File: src/rtl/arith_pkg.sv
// shared constants and types for the arithmetic decode and execute block
// What this block does
// - fetch operand bytes per opcode length
// - one or two machine cycles, except multiply/divide
// - multiply and divide: one byte, four cycles
// - add decodes 2x, 25, 26/27, 24
// - add with carry decodes 3x, 35, 36/37, 34
// - subtract borrow decodes 9x, 95, 96/97, 94
// - increment decodes 04, 0x, 05, 06/07
// - decrement decodes 14, 1x, 15, 16/17
// - opcode A3 increments 16-bit pointer pair
// - indirect forms use selected pointer register
// - operand, second, status registers at E0/F0/D0, zero
// - pointer bytes at 83/82, reset zero
`default_nettype none
package arith_pkg;
    // ==================== register indices
    localparam logic [7:0] IDX_DPL     = 8'h82; // data_pointer_low
    localparam logic [7:0] IDX_DPH     = 8'h83; // data_pointer_high
    localparam logic [7:0] IDX_PSW     = 8'hD0; // program_status_word
    localparam logic [7:0] IDX_ACC     = 8'hE0; // main_operand_register
    localparam logic [7:0] IDX_B       = 8'hF0; // second_operand_register
    localparam logic [7:0] IDX_OPCODE  = 8'h00; // write starts execution
    localparam logic [7:0] IDX_OPERAND = 8'h01; // second instruction byte
    localparam logic [7:0] IDX_STATUS  = 8'h02; // busy, illegal, len, cycles
    localparam logic [2:0] IDX_RAM_HI  = 3'h2;  // ram window 0x40..0x5F
    localparam logic [7:0] RESET_BYTE  = 8'h00; // all five registers
    // ==================== status word bits
    localparam int PSW_CY = 7; // carry
    localparam int PSW_AC = 6; // auxiliary carry
    localparam int PSW_RS = 3; // bank select, two bits
    localparam int PSW_OV = 2; // overflow
    // ==================== special opcodes
    localparam logic [7:0] OP_INCDP = 8'hA3;
    localparam logic [7:0] OP_MUL   = 8'hA4;
    localparam logic [7:0] OP_DIV   = 8'h84;
    localparam logic [7:0] OP_DA    = 8'hD4;
    // ==================== timing
    localparam int          OSC_PER_MC = 12; // clocks per machine cycle
    localparam logic [5:0]  MC_CLKS    = 6'(OSC_PER_MC);
    // ==================== types
    typedef enum logic [3:0] {
        C_NONE = 4'h0, C_ADD = 4'h1, C_ADD_WITH_CARRY_OP = 4'h2, C_SUBTRACT_BORROW_OP = 4'h3,
        C_INC = 4'h4, C_DEC = 4'h5, C_INCDP = 4'h6, C_MUL = 4'h7,
        C_DIV = 4'h8, C_DA = 4'h9
    } op_cls_t;
    typedef enum logic [2:0] {
        S_NONE = 3'h0, S_ACC = 3'h1, S_REG = 3'h2, S_DIR = 3'h3,
        S_IND = 3'h4, S_IMM = 3'h5
    } src_t;
    typedef struct packed {
        op_cls_t    cls; // operation
        src_t       src; // operand form
        logic [1:0] len; // bytes
        logic [2:0] cyc; // machine cycles
    } decode_t;
    typedef enum logic [0:0] {ST_IDLE = 1'b0, ST_EXEC = 1'b1} state_t;
endpackage : arith_pkg
`default_nettype wire

File: src/rtl/arith_instr_decode_exec.sv
// arithmetic instruction decode and execute unit with wishbone slave
`default_nettype none
module arith_instr_decode_exec (
    input  wire logic        clk_i,  // core clock, 100 MHz
    input  wire logic        rst_i,  // synchronous reset, high
    input  wire logic        cyc_i,  // wishbone cycle
    input  wire logic        stb_i,  // wishbone strobe
    input  wire logic        we_i,   // write enable
    input  wire logic [9:0]  adr_i,  // byte address
    input  wire logic [3:0]  sel_i,  // byte lanes
    input  wire logic [31:0] dat_i,  // write data
    output logic      [31:0] dat_o,  // read data
    output logic             ack_o   // one-cycle acknowledge
);
    import arith_pkg::*;

    // ==================== state
    logic [7:0]  acc_r, b_r, psw_r, dpl_r, dph_r;  // visible registers
    logic [7:0]  opc_r, opnd_r;                    // instruction bytes
    logic [7:0]  mem_r [32];                       // internal data bytes
    logic [5:0]  cnt_r;                            // clocks left
    state_t      st_r;                             // idle / executing
    decode_t     dec_r;                            // latched decode
    logic        ack_r, ill_r;                     // ack, illegal flag
    logic [31:0] dat_r;                            // read data

    // ==================== decode
    function automatic decode_t decode(input logic [7:0] op);
        decode_t d;
        d = '{cls: C_NONE, src: S_NONE, len: 2'd1, cyc: 3'd1};
        case (op[7:4])
            4'h0: d.cls = C_INC;
            4'h1: d.cls = C_DEC;
            4'h2: d.cls = C_ADD;
            4'h3: d.cls = C_ADD_WITH_CARRY_OP;
            4'h9: d.cls = C_SUBTRACT_BORROW_OP;
            default: d.cls = C_NONE;
        endcase
        if (d.cls != C_NONE) begin
            if (op[3]) d.src = S_REG;
            else if (op[3:1] == 3'h3) d.src = S_IND;
            else if (op[3:0] == 4'h5) d.src = S_DIR;
            else if (op[3:0] == 4'h4) d.src = (op[7:5] == 3'h0) ? S_ACC : S_IMM;
            else d.cls = C_NONE;
            if (d.src == S_DIR || d.src == S_IMM) d.len = 2'd2;
        end
        case (op)
            OP_INCDP: d = '{cls: C_INCDP, src: S_NONE, len: 2'd1, cyc: 3'd2};
            OP_MUL:   d = '{cls: C_MUL, src: S_NONE, len: 2'd1, cyc: 3'd4};
            OP_DIV:   d = '{cls: C_DIV, src: S_NONE, len: 2'd1, cyc: 3'd4};
            OP_DA:    d = '{cls: C_DA, src: S_NONE, len: 2'd1, cyc: 3'd1};
            default:  ;
        endcase
        return d;
    endfunction : decode

    // ==================== bus decode
    wire [7:0]  idx     = adr_i[9:2];                 // register index
    wire        req     = cyc_i && stb_i && !ack_r;   // new request
    wire        wr0     = req && we_i && sel_i[0];    // low lane write
    wire        is_ram  = (idx[7:5] == IDX_RAM_HI);   // ram window hit
    wire [7:0]  pswv    = {psw_r[7:1], ^acc_r};       // parity follows acc
    wire        commit  = (st_r == ST_EXEC) && (cnt_r == 6'h00);
    wire        start   = wr0 && (idx == IDX_OPCODE) && (st_r == ST_IDLE);
    wire decode_t dec_w = decode(dat_i[7:0]);

    // direct byte read: sfrs by address, low ram below 0x20
    function automatic logic [7:0] rd_dir(input logic [7:0] a,
                                          input logic [7:0] m);
        case (a)
            IDX_ACC: return acc_r;
            IDX_B:   return b_r;
            IDX_PSW: return pswv;
            IDX_DPL: return dpl_r;
            IDX_DPH: return dph_r;
            default: return (a[7:5] == 3'h0) ? m : 8'h00;
        endcase
    endfunction : rd_dir

    // ==================== operand fetch
    wire [4:0] reg_a = {psw_r[PSW_RS+1:PSW_RS], opc_r[2:0]};     // bank register
    wire [4:0] ptr_a = {psw_r[PSW_RS+1:PSW_RS], 2'b00, opc_r[0]};
    wire [7:0] ptr_v = mem_r[ptr_a];                              // pointer value
    wire [4:0] ind_a = ptr_v[4:0];
    wire [7:0] dir_v = rd_dir(opnd_r, mem_r[opnd_r[4:0]]);
    wire [7:0] sv    = (dec_r.src == S_REG) ? mem_r[reg_a] :
                       (dec_r.src == S_DIR) ? dir_v :
                       (dec_r.src == S_IND) ? mem_r[ind_a] :
                       (dec_r.src == S_IMM) ? opnd_r : acc_r;

    // ==================== arithmetic
    wire       cin   = (dec_r.cls == C_ADD) ? 1'b0 : psw_r[PSW_CY];
    wire [8:0] sum9  = {1'b0, acc_r} + {1'b0, sv} + {8'h00, cin};
    wire [4:0] sum5  = {1'b0, acc_r[3:0]} + {1'b0, sv[3:0]} + {4'h0, cin};
    wire [8:0] dif9  = {1'b0, acc_r} - {1'b0, sv} - {8'h00, cin};
    wire [4:0] dif5  = {1'b0, acc_r[3:0]} - {1'b0, sv[3:0]} - {4'h0, cin};
    wire       ov_a  = (acc_r[7] == sv[7]) && (sum9[7] != acc_r[7]);
    wire       ov_s  = (acc_r[7] != sv[7]) && (dif9[7] != acc_r[7]);
    wire [15:0] prod = acc_r * b_r;
    wire [7:0] quo   = (b_r == 8'h00) ? acc_r : acc_r / b_r;
    wire [7:0] rem   = (b_r == 8'h00) ? b_r : acc_r % b_r;
    wire [15:0] dp1  = {dph_r, dpl_r} + 16'h0001;
    // decimal adjust: low digit first, then high digit with its carry
    wire       da_lo = (acc_r[3:0] > 4'h9) || psw_r[PSW_AC];
    wire [8:0] da1   = {1'b0, acc_r} + (da_lo ? 9'h006 : 9'h000);
    wire       da_hi = (da1[7:4] > 4'h9) || da1[8] || psw_r[PSW_CY];
    wire [8:0] da2   = {1'b0, da1[7:0]} + (da_hi ? 9'h060 : 9'h000);

    // ==================== result select
    logic [7:0] acc_nxt, b_nxt, psw_nxt, loc_nxt;
    always_comb begin
        acc_nxt = acc_r;
        b_nxt   = b_r;
        psw_nxt = psw_r;
        loc_nxt = sv + 8'h01;
        case (dec_r.cls)
            C_ADD, C_ADD_WITH_CARRY_OP: begin
                acc_nxt = sum9[7:0];
                psw_nxt[PSW_CY] = sum9[8];
                psw_nxt[PSW_AC] = sum5[4];
                psw_nxt[PSW_OV] = ov_a;
            end
            C_SUBTRACT_BORROW_OP: begin
                acc_nxt = dif9[7:0];
                psw_nxt[PSW_CY] = dif9[8];
                psw_nxt[PSW_AC] = dif5[4];
                psw_nxt[PSW_OV] = ov_s;
            end
            C_DEC: loc_nxt = sv - 8'h01;
            C_MUL: begin
                acc_nxt = prod[7:0];
                b_nxt   = prod[15:8];
                psw_nxt[PSW_CY] = 1'b0;
                psw_nxt[PSW_OV] = (prod[15:8] != 8'h00);
            end
            C_DIV: begin
                acc_nxt = quo;
                b_nxt   = rem;
                psw_nxt[PSW_CY] = 1'b0;
                psw_nxt[PSW_OV] = (b_r == 8'h00);
            end
            C_DA: begin
                acc_nxt = da2[7:0];
                psw_nxt[PSW_CY] = psw_r[PSW_CY] | da1[8] | da2[8];
            end
            default: ;
        endcase
    end

    // inc/dec write back to the operand's own location
    wire incdec = (dec_r.cls == C_INC) || (dec_r.cls == C_DEC);
    wire [7:0] wloc = (dec_r.src == S_REG) ? {3'h0, reg_a} :
                      (dec_r.src == S_IND) ? {3'h0, ind_a} : opnd_r;
    wire wr_acc  = incdec && (dec_r.src == S_ACC || (dec_r.src == S_DIR && wloc == IDX_ACC));
    wire wr_sfr  = incdec && dec_r.src == S_DIR && wloc[7];       // sfr target
    wire wr_mem  = incdec && !wr_sfr && dec_r.src != S_ACC && wloc[7:5] == 3'h0;

    // ==================== sequencer
    always_ff @(posedge clk_i) begin
        if (rst_i) begin
            st_r  <= ST_IDLE;
            cnt_r <= 6'h00;
        end else if (start) begin
            st_r  <= (dec_w.cls == C_NONE) ? ST_IDLE : ST_EXEC;
            cnt_r <= 6'(dec_w.cyc * MC_CLKS - 6'h01);
        end else if (commit) begin
            st_r  <= ST_IDLE;
        end else if (st_r == ST_EXEC) begin
            cnt_r <= cnt_r - 6'h01;
        end
    end

    // ==================== instruction bytes
    always_ff @(posedge clk_i) begin
        if (rst_i) begin
            opc_r  <= 8'h00;
            opnd_r <= 8'h00;
            dec_r  <= '{cls: C_NONE, src: S_NONE, len: 2'd1, cyc: 3'd1};
            ill_r  <= 1'b0;
        end else begin
            if (start) begin
                opc_r <= dat_i[7:0];
                dec_r <= dec_w;
                ill_r <= (dec_w.cls == C_NONE);
            end
            // operand byte is frozen while executing
            if (wr0 && idx == IDX_OPERAND && st_r == ST_IDLE) opnd_r <= dat_i[7:0];
        end
    end

    // ==================== registers; commit wins over a bus write
    always_ff @(posedge clk_i) begin
        if (rst_i) begin
            acc_r <= RESET_BYTE;
            b_r   <= RESET_BYTE;
            psw_r <= RESET_BYTE;
            dpl_r <= RESET_BYTE;
            dph_r <= RESET_BYTE;
        end else if (commit) begin
            acc_r <= wr_acc ? loc_nxt : acc_nxt;
            b_r   <= (wr_sfr && wloc == IDX_B) ? loc_nxt : b_nxt;
            psw_r <= (wr_sfr && wloc == IDX_PSW) ? loc_nxt : psw_nxt;
            if (dec_r.cls == C_INCDP) {dph_r, dpl_r} <= dp1;
            if (wr_sfr && wloc == IDX_DPL) dpl_r <= loc_nxt;
            if (wr_sfr && wloc == IDX_DPH) dph_r <= loc_nxt;
        end else if (wr0) begin
            if (idx == IDX_ACC) acc_r <= dat_i[7:0];
            if (idx == IDX_B)   b_r   <= dat_i[7:0];
            if (idx == IDX_PSW) psw_r <= dat_i[7:0];
            if (idx == IDX_DPL) dpl_r <= dat_i[7:0];
            if (idx == IDX_DPH) dph_r <= dat_i[7:0];
        end
    end

    // ==================== internal data memory, no reset
    always_ff @(posedge clk_i) begin
        if (commit && wr_mem) mem_r[wloc[4:0]] <= loc_nxt;
        else if (wr0 && is_ram) mem_r[idx[4:0]] <= dat_i[7:0];
    end

    // ==================== wishbone answer, one cycle after request
    always_ff @(posedge clk_i) begin
        if (rst_i) begin
            ack_r <= 1'b0;
            dat_r <= 32'h0000_0000;
        end else begin
            ack_r <= req;
            if (req) begin
                // unmapped indices answer with zero
                dat_r <= is_ram ? {24'h0, mem_r[idx[4:0]]} :
                         (idx == IDX_OPCODE)  ? {24'h0, opc_r} :
                         (idx == IDX_OPERAND) ? {24'h0, opnd_r} :
                         (idx == IDX_STATUS)  ? {24'h0, 1'b0, dec_r.cyc, dec_r.len, ill_r, st_r} :
                         (idx[7]) ? {24'h0, rd_dir(idx, 8'h00)} : 32'h0000_0000;
            end
        end
    end

    assign ack_o = ack_r;
    assign dat_o = dat_r;
endmodule : arith_instr_decode_exec
`default_nettype wire

File: config.mk
export PLATFORM = sky130hd
export DESIGN_NAME = arith_instr_decode_exec
export DESIGN_NICKNAME = d
export VERILOG_FILES = /design/src/rtl/arith_pkg.sv /design/src/rtl/arith_instr_decode_exec.sv
export SDC_FILE = /design/constraint.sdc
export NUM_CORES = 1
export LEC_CHECK = 0
export BUFFER_PORTS_ARGS = -buffer_cell sky130_fd_sc_hd__buf_2
export CAP_MARGIN = 10
export CORE_MARGIN = 1.5
export CORE_UTILIZATION = 40
export DETAILED_ROUTE_END_ITERATION = 16
export HOLD_SLACK_MARGIN = 0.15
export PLACE_DENSITY_LB_ADDON = 0.12
export SLEW_MARGIN = 20
export SYNTH_ARGS = -nofsm -noshare
export SYNTH_HDL_FRONTEND = slang
export SYNTH_SLANG_ARGS = --single-unit
File: constraint.sdc
create_clock -name clk_i -period 34.9 [get_ports clk_i]
set_input_delay 8.725 -clock clk_i [delete_from_list [all_inputs] [get_ports clk_i]]
set_output_delay 8.725 -clock clk_i [all_outputs]
set_load 0.03 [all_outputs]
==> results by group <==
Placement
  • Number of buffers added on ports: 30
  • Hpwl dp: 71.7 mm
  • Placed instance count: 3,546
  • Placed cell area: 29,600 sq um
  • Placer Congestion: 0.939

Critical path
  • CP Class: register to register
  • Most frequent cell on the critical path: o21a_1
  • Critical Path End: b_r[6]$_SDFFE_PP0P_
  • Flop2flop setup slack: 20.69 ns
  • CP bufs+invs: 1
  • Worst endpoint required time: 35.31 ns
  • Worst Reg-to-Reg Cells: 54
  • Crit-path slowest cell: o211ai_1
  • Worst R2R Start: b_r[6]$_SDFFE_PP0P_
  • Worst stage delay on the critical path: 0.68 ns
  • CP arrival: 14.62 ns
  • CP startpoint: b_r[6]$_SDFFE_PP0P_
  • Kind of start point of the critical path: register
  • Critical path's top delay family: compound AO/OA/AOI/OAI gates
  • Worst path depth: 54
  • Worst Path Max Fanout: 13
  • RR Endpoint: b_r[6]$_SDFFE_PP0P_
  • CP endpoint kind: register

Synth
  • Cell taking the most area after synthesis: edfxtp_1
  • Yosys Warn Count: 0
  • Most numerous cell in the Yosys netlist: nand2_1
  • Most instantiated cells after synthesis: nand2_1, edfxtp_1, mux4_2
  • Syn avg cell area: 10.5 sq um
  • Dominant cells by area after synthesis: edfxtp_1, mux4_2, dfxtp_1, ha_1, nand2_1
  • Share of the synthesized area in the top cell type: 0.269
  • Post-synthesis cell area: 28,600 sq um
  • Flops & latches, synth: 345
  • Async S/R FF share, synth: 0
  • Register area share after synthesis: 0.331
  • Post-synth EDFFs: 256
  • Cells after Synth: 2,718
  • Post-synthesis cell type count: 85
  • Most used DFF post-synth: edfxtp_1

STA
  • RSZ-0062 raised after global routing: false
  • Fin. max-slew vios: 0
  • Clock skew: 0.0327 ns
  • Hold WS: 0.450 ns
  • Worst-margin pin slew: 1.21 ns
  • Minimum clock period after layout: 14.21 ns
  • Fin crit share: 0.407
  • Setup Viol. Count Final: 0
  • Setup TNS: 0 ns
  • Max frequency: 70.4 MHz
  • Max-slew headroom: 0.193
  • Fin. Hold Viols: 0

CTS
  • Post_cts resized: 0
  • Clk buf depth: 3
  • CTS Buf Count: 41
  • CTS root buffer: clkbuf_16
  • Worst-path clk slew: 0.06 ns
  • CTS tree: built
  • CTS H-tree depth: 2
  • Cts hold-fix bufs: 0
  • Postcts setup bufs: 0
  • Sink Count: 345
  • Worst skew pair latency: 0.60 ns

Route
  • 1st-iter DRT viols: 2,583
  • Pre-antenna DRT Iters: 6
  • Drt total wl: 106 mm
  • WL/cell: 29.4 um
  • Antenna viol nets, final: 0
  • DRC Markers: 0
  • DR vias: 23.7k
  • Via density: 6.54

Cells and area
  • Post-layout net count: 2,868
  • Fill cells: 6,648
  • Final Non-Filler Cells: 3,619
  • Share of cells above drive strength 1: 0.177
  • Design area: 30,900 sq um
  • Area growth, synth to finish: 8.16%
  • Diodes inserted: 0

Floorplanning
  • DIE HEIGHT: 270 um
  • Starting Density: 0.406
  • Chip width: 270 um
  • Die Area: 73,100 sq um
  • Core area: 70,400 sq um
  • FP Rows: 97
  • Top Ports: 84

Power
  • Worst vdd ir: 41.0 uV
  • Final total power: 912 uW
  • Pwr dens: 29.5 nW/um^2
  • Leakage: 10.7 nW

Flow run
  • MaxCap Viol Count: 0

Global route
  • Vias in the first global route: 23.3k
  • Total track usage: 0.289
  • First-pass GRT wire length: 157 mm
  • GRT Residual Overflow: 0
  • Largest net degree at the start of global routing: 76
  • Antenna violations before repair: 1

Outcome
  • Outcome: completed

Hold path
  • Worst Hold Class: register to register
[worst min-delay path by stage]
stage                          start               endpoint  slack [ns]  cells after the start
2_1_floorplan  dec_r[0]$_SDFFE_PP1P_  dec_r[0]$_SDFFE_PP1P_        0.42                      2
6_report            ack_o$_SDFF_PP0_       ack_o$_SDFF_PP0_        0.45                      1
3_5_place_dp        ack_o$_SDFF_PP0_       ack_o$_SDFF_PP0_        0.44                      1
5_1_grt             ack_o$_SDFF_PP0_       ack_o$_SDFF_PP0_        0.47                      1
4_1_cts             ack_o$_SDFF_PP0_       ack_o$_SDFF_PP0_        0.45                      1
3_3_place_gp        ack_o$_SDFF_PP0_       ack_o$_SDFF_PP0_        0.43                      1
[logic make-up after synthesis]
family | after synthesis | synth area share
other | 1 | 0.000131
adders and majority gates | 168 | 0.0853
xor gates and xnor gates | 72 | 0.0220
and+or+nand+nor | 809 | 0.129
buffers and inverters | 340 | 0.0493
DFF | 345 | 0.331
muxes | 367 | 0.238
AOI/OAI and AO/OA | 616 | 0.145
[worst reg2reg max path: cells and delay by family, from the launching register on]
family	cells	cell delay, ns
compound gates	35	8.20
xor+xnor	1	0.13
fa+ha+maj	7	2.24
buf+inv	1	0.06
flops	1	0.57
mux	4	1.37
simple gates	6	1.50
[where the power goes]
part / switching [mW] / internal [mW]
combinational: 0.0343 / 0.0176
sequential: 0.000389 / 0.436
clock: 0.182 / 0.242
total: 0.217 / 0.695
[per-stage QoR]
| stage | worst slack [ns] | utilization |
|---|---|---|
| finish | 20.69 | 0.439 |
| global route | 19.58 | 0.439 |
| CTS | 20.77 | 0.439 |
| detailed placement | 20.86 | 0.420 |
| global placement | 21.13 | 0.420 |
| floorplan | 23.19 | - |
[layout make-up]
| type | instances | area [sq um] | area share |
|---|---|---|---|
| inverters | 118 | 443 | 0.0143 |
| multi-input cells | 2056 | 18000 | 0.580 |
| clock inverters | 17 | 165 | 0.00534 |
| repair buffers | 87 | 583 | 0.0188 |
| clock buffers | 56 | 1130 | 0.0364 |
| well taps | 940 | 1180 | 0.0380 |
| flip-flops and latches | 345 | 9480 | 0.307 |
[registers in the layout (all words and copies together) (netlist names), named ones only]
register / count
acc_r: 8
ack_o: 1
b_r: 8
cnt_r: 6
dat_o: 8
dec_r: 12
dph_r: 8
dpl_r: 8
ill_r: 1
mem_r: 256
opc_r: 8
opnd_r: 8
psw_r: 7
st_r: 1
[layout by cell type, fill, tap and decap left out, types with 58 or more instances in the layout]
cell type | synthesis | routed
a21oi_1 | 163 | 162
and2_1 | 58 | 58
edfxtp_1 | 256 | 256
nor2_1 | 232 | 205
a211oi_1 | 89 | 89
mux2i_1 | 99 | 98
mux4_2 | 249 | 247
ha_1 | 123 | 123
dfxtp_1 | 89 | 82
buf_4 | 27 | 59
inv_1 | 113 | 113
nand2_1 | 301 | 298
o21ai_0 | 75 | 72
[routing by layer]
layer  up-vias  track usage  part of all wire
li1      10200            -                 -
met1     11800        0.381              0.40
met2      1325        0.456              0.45
met3       278       0.0638             0.096
met4         0        0.126             0.049
met5         -            0                 0
(Power assumes the default switching activity.)
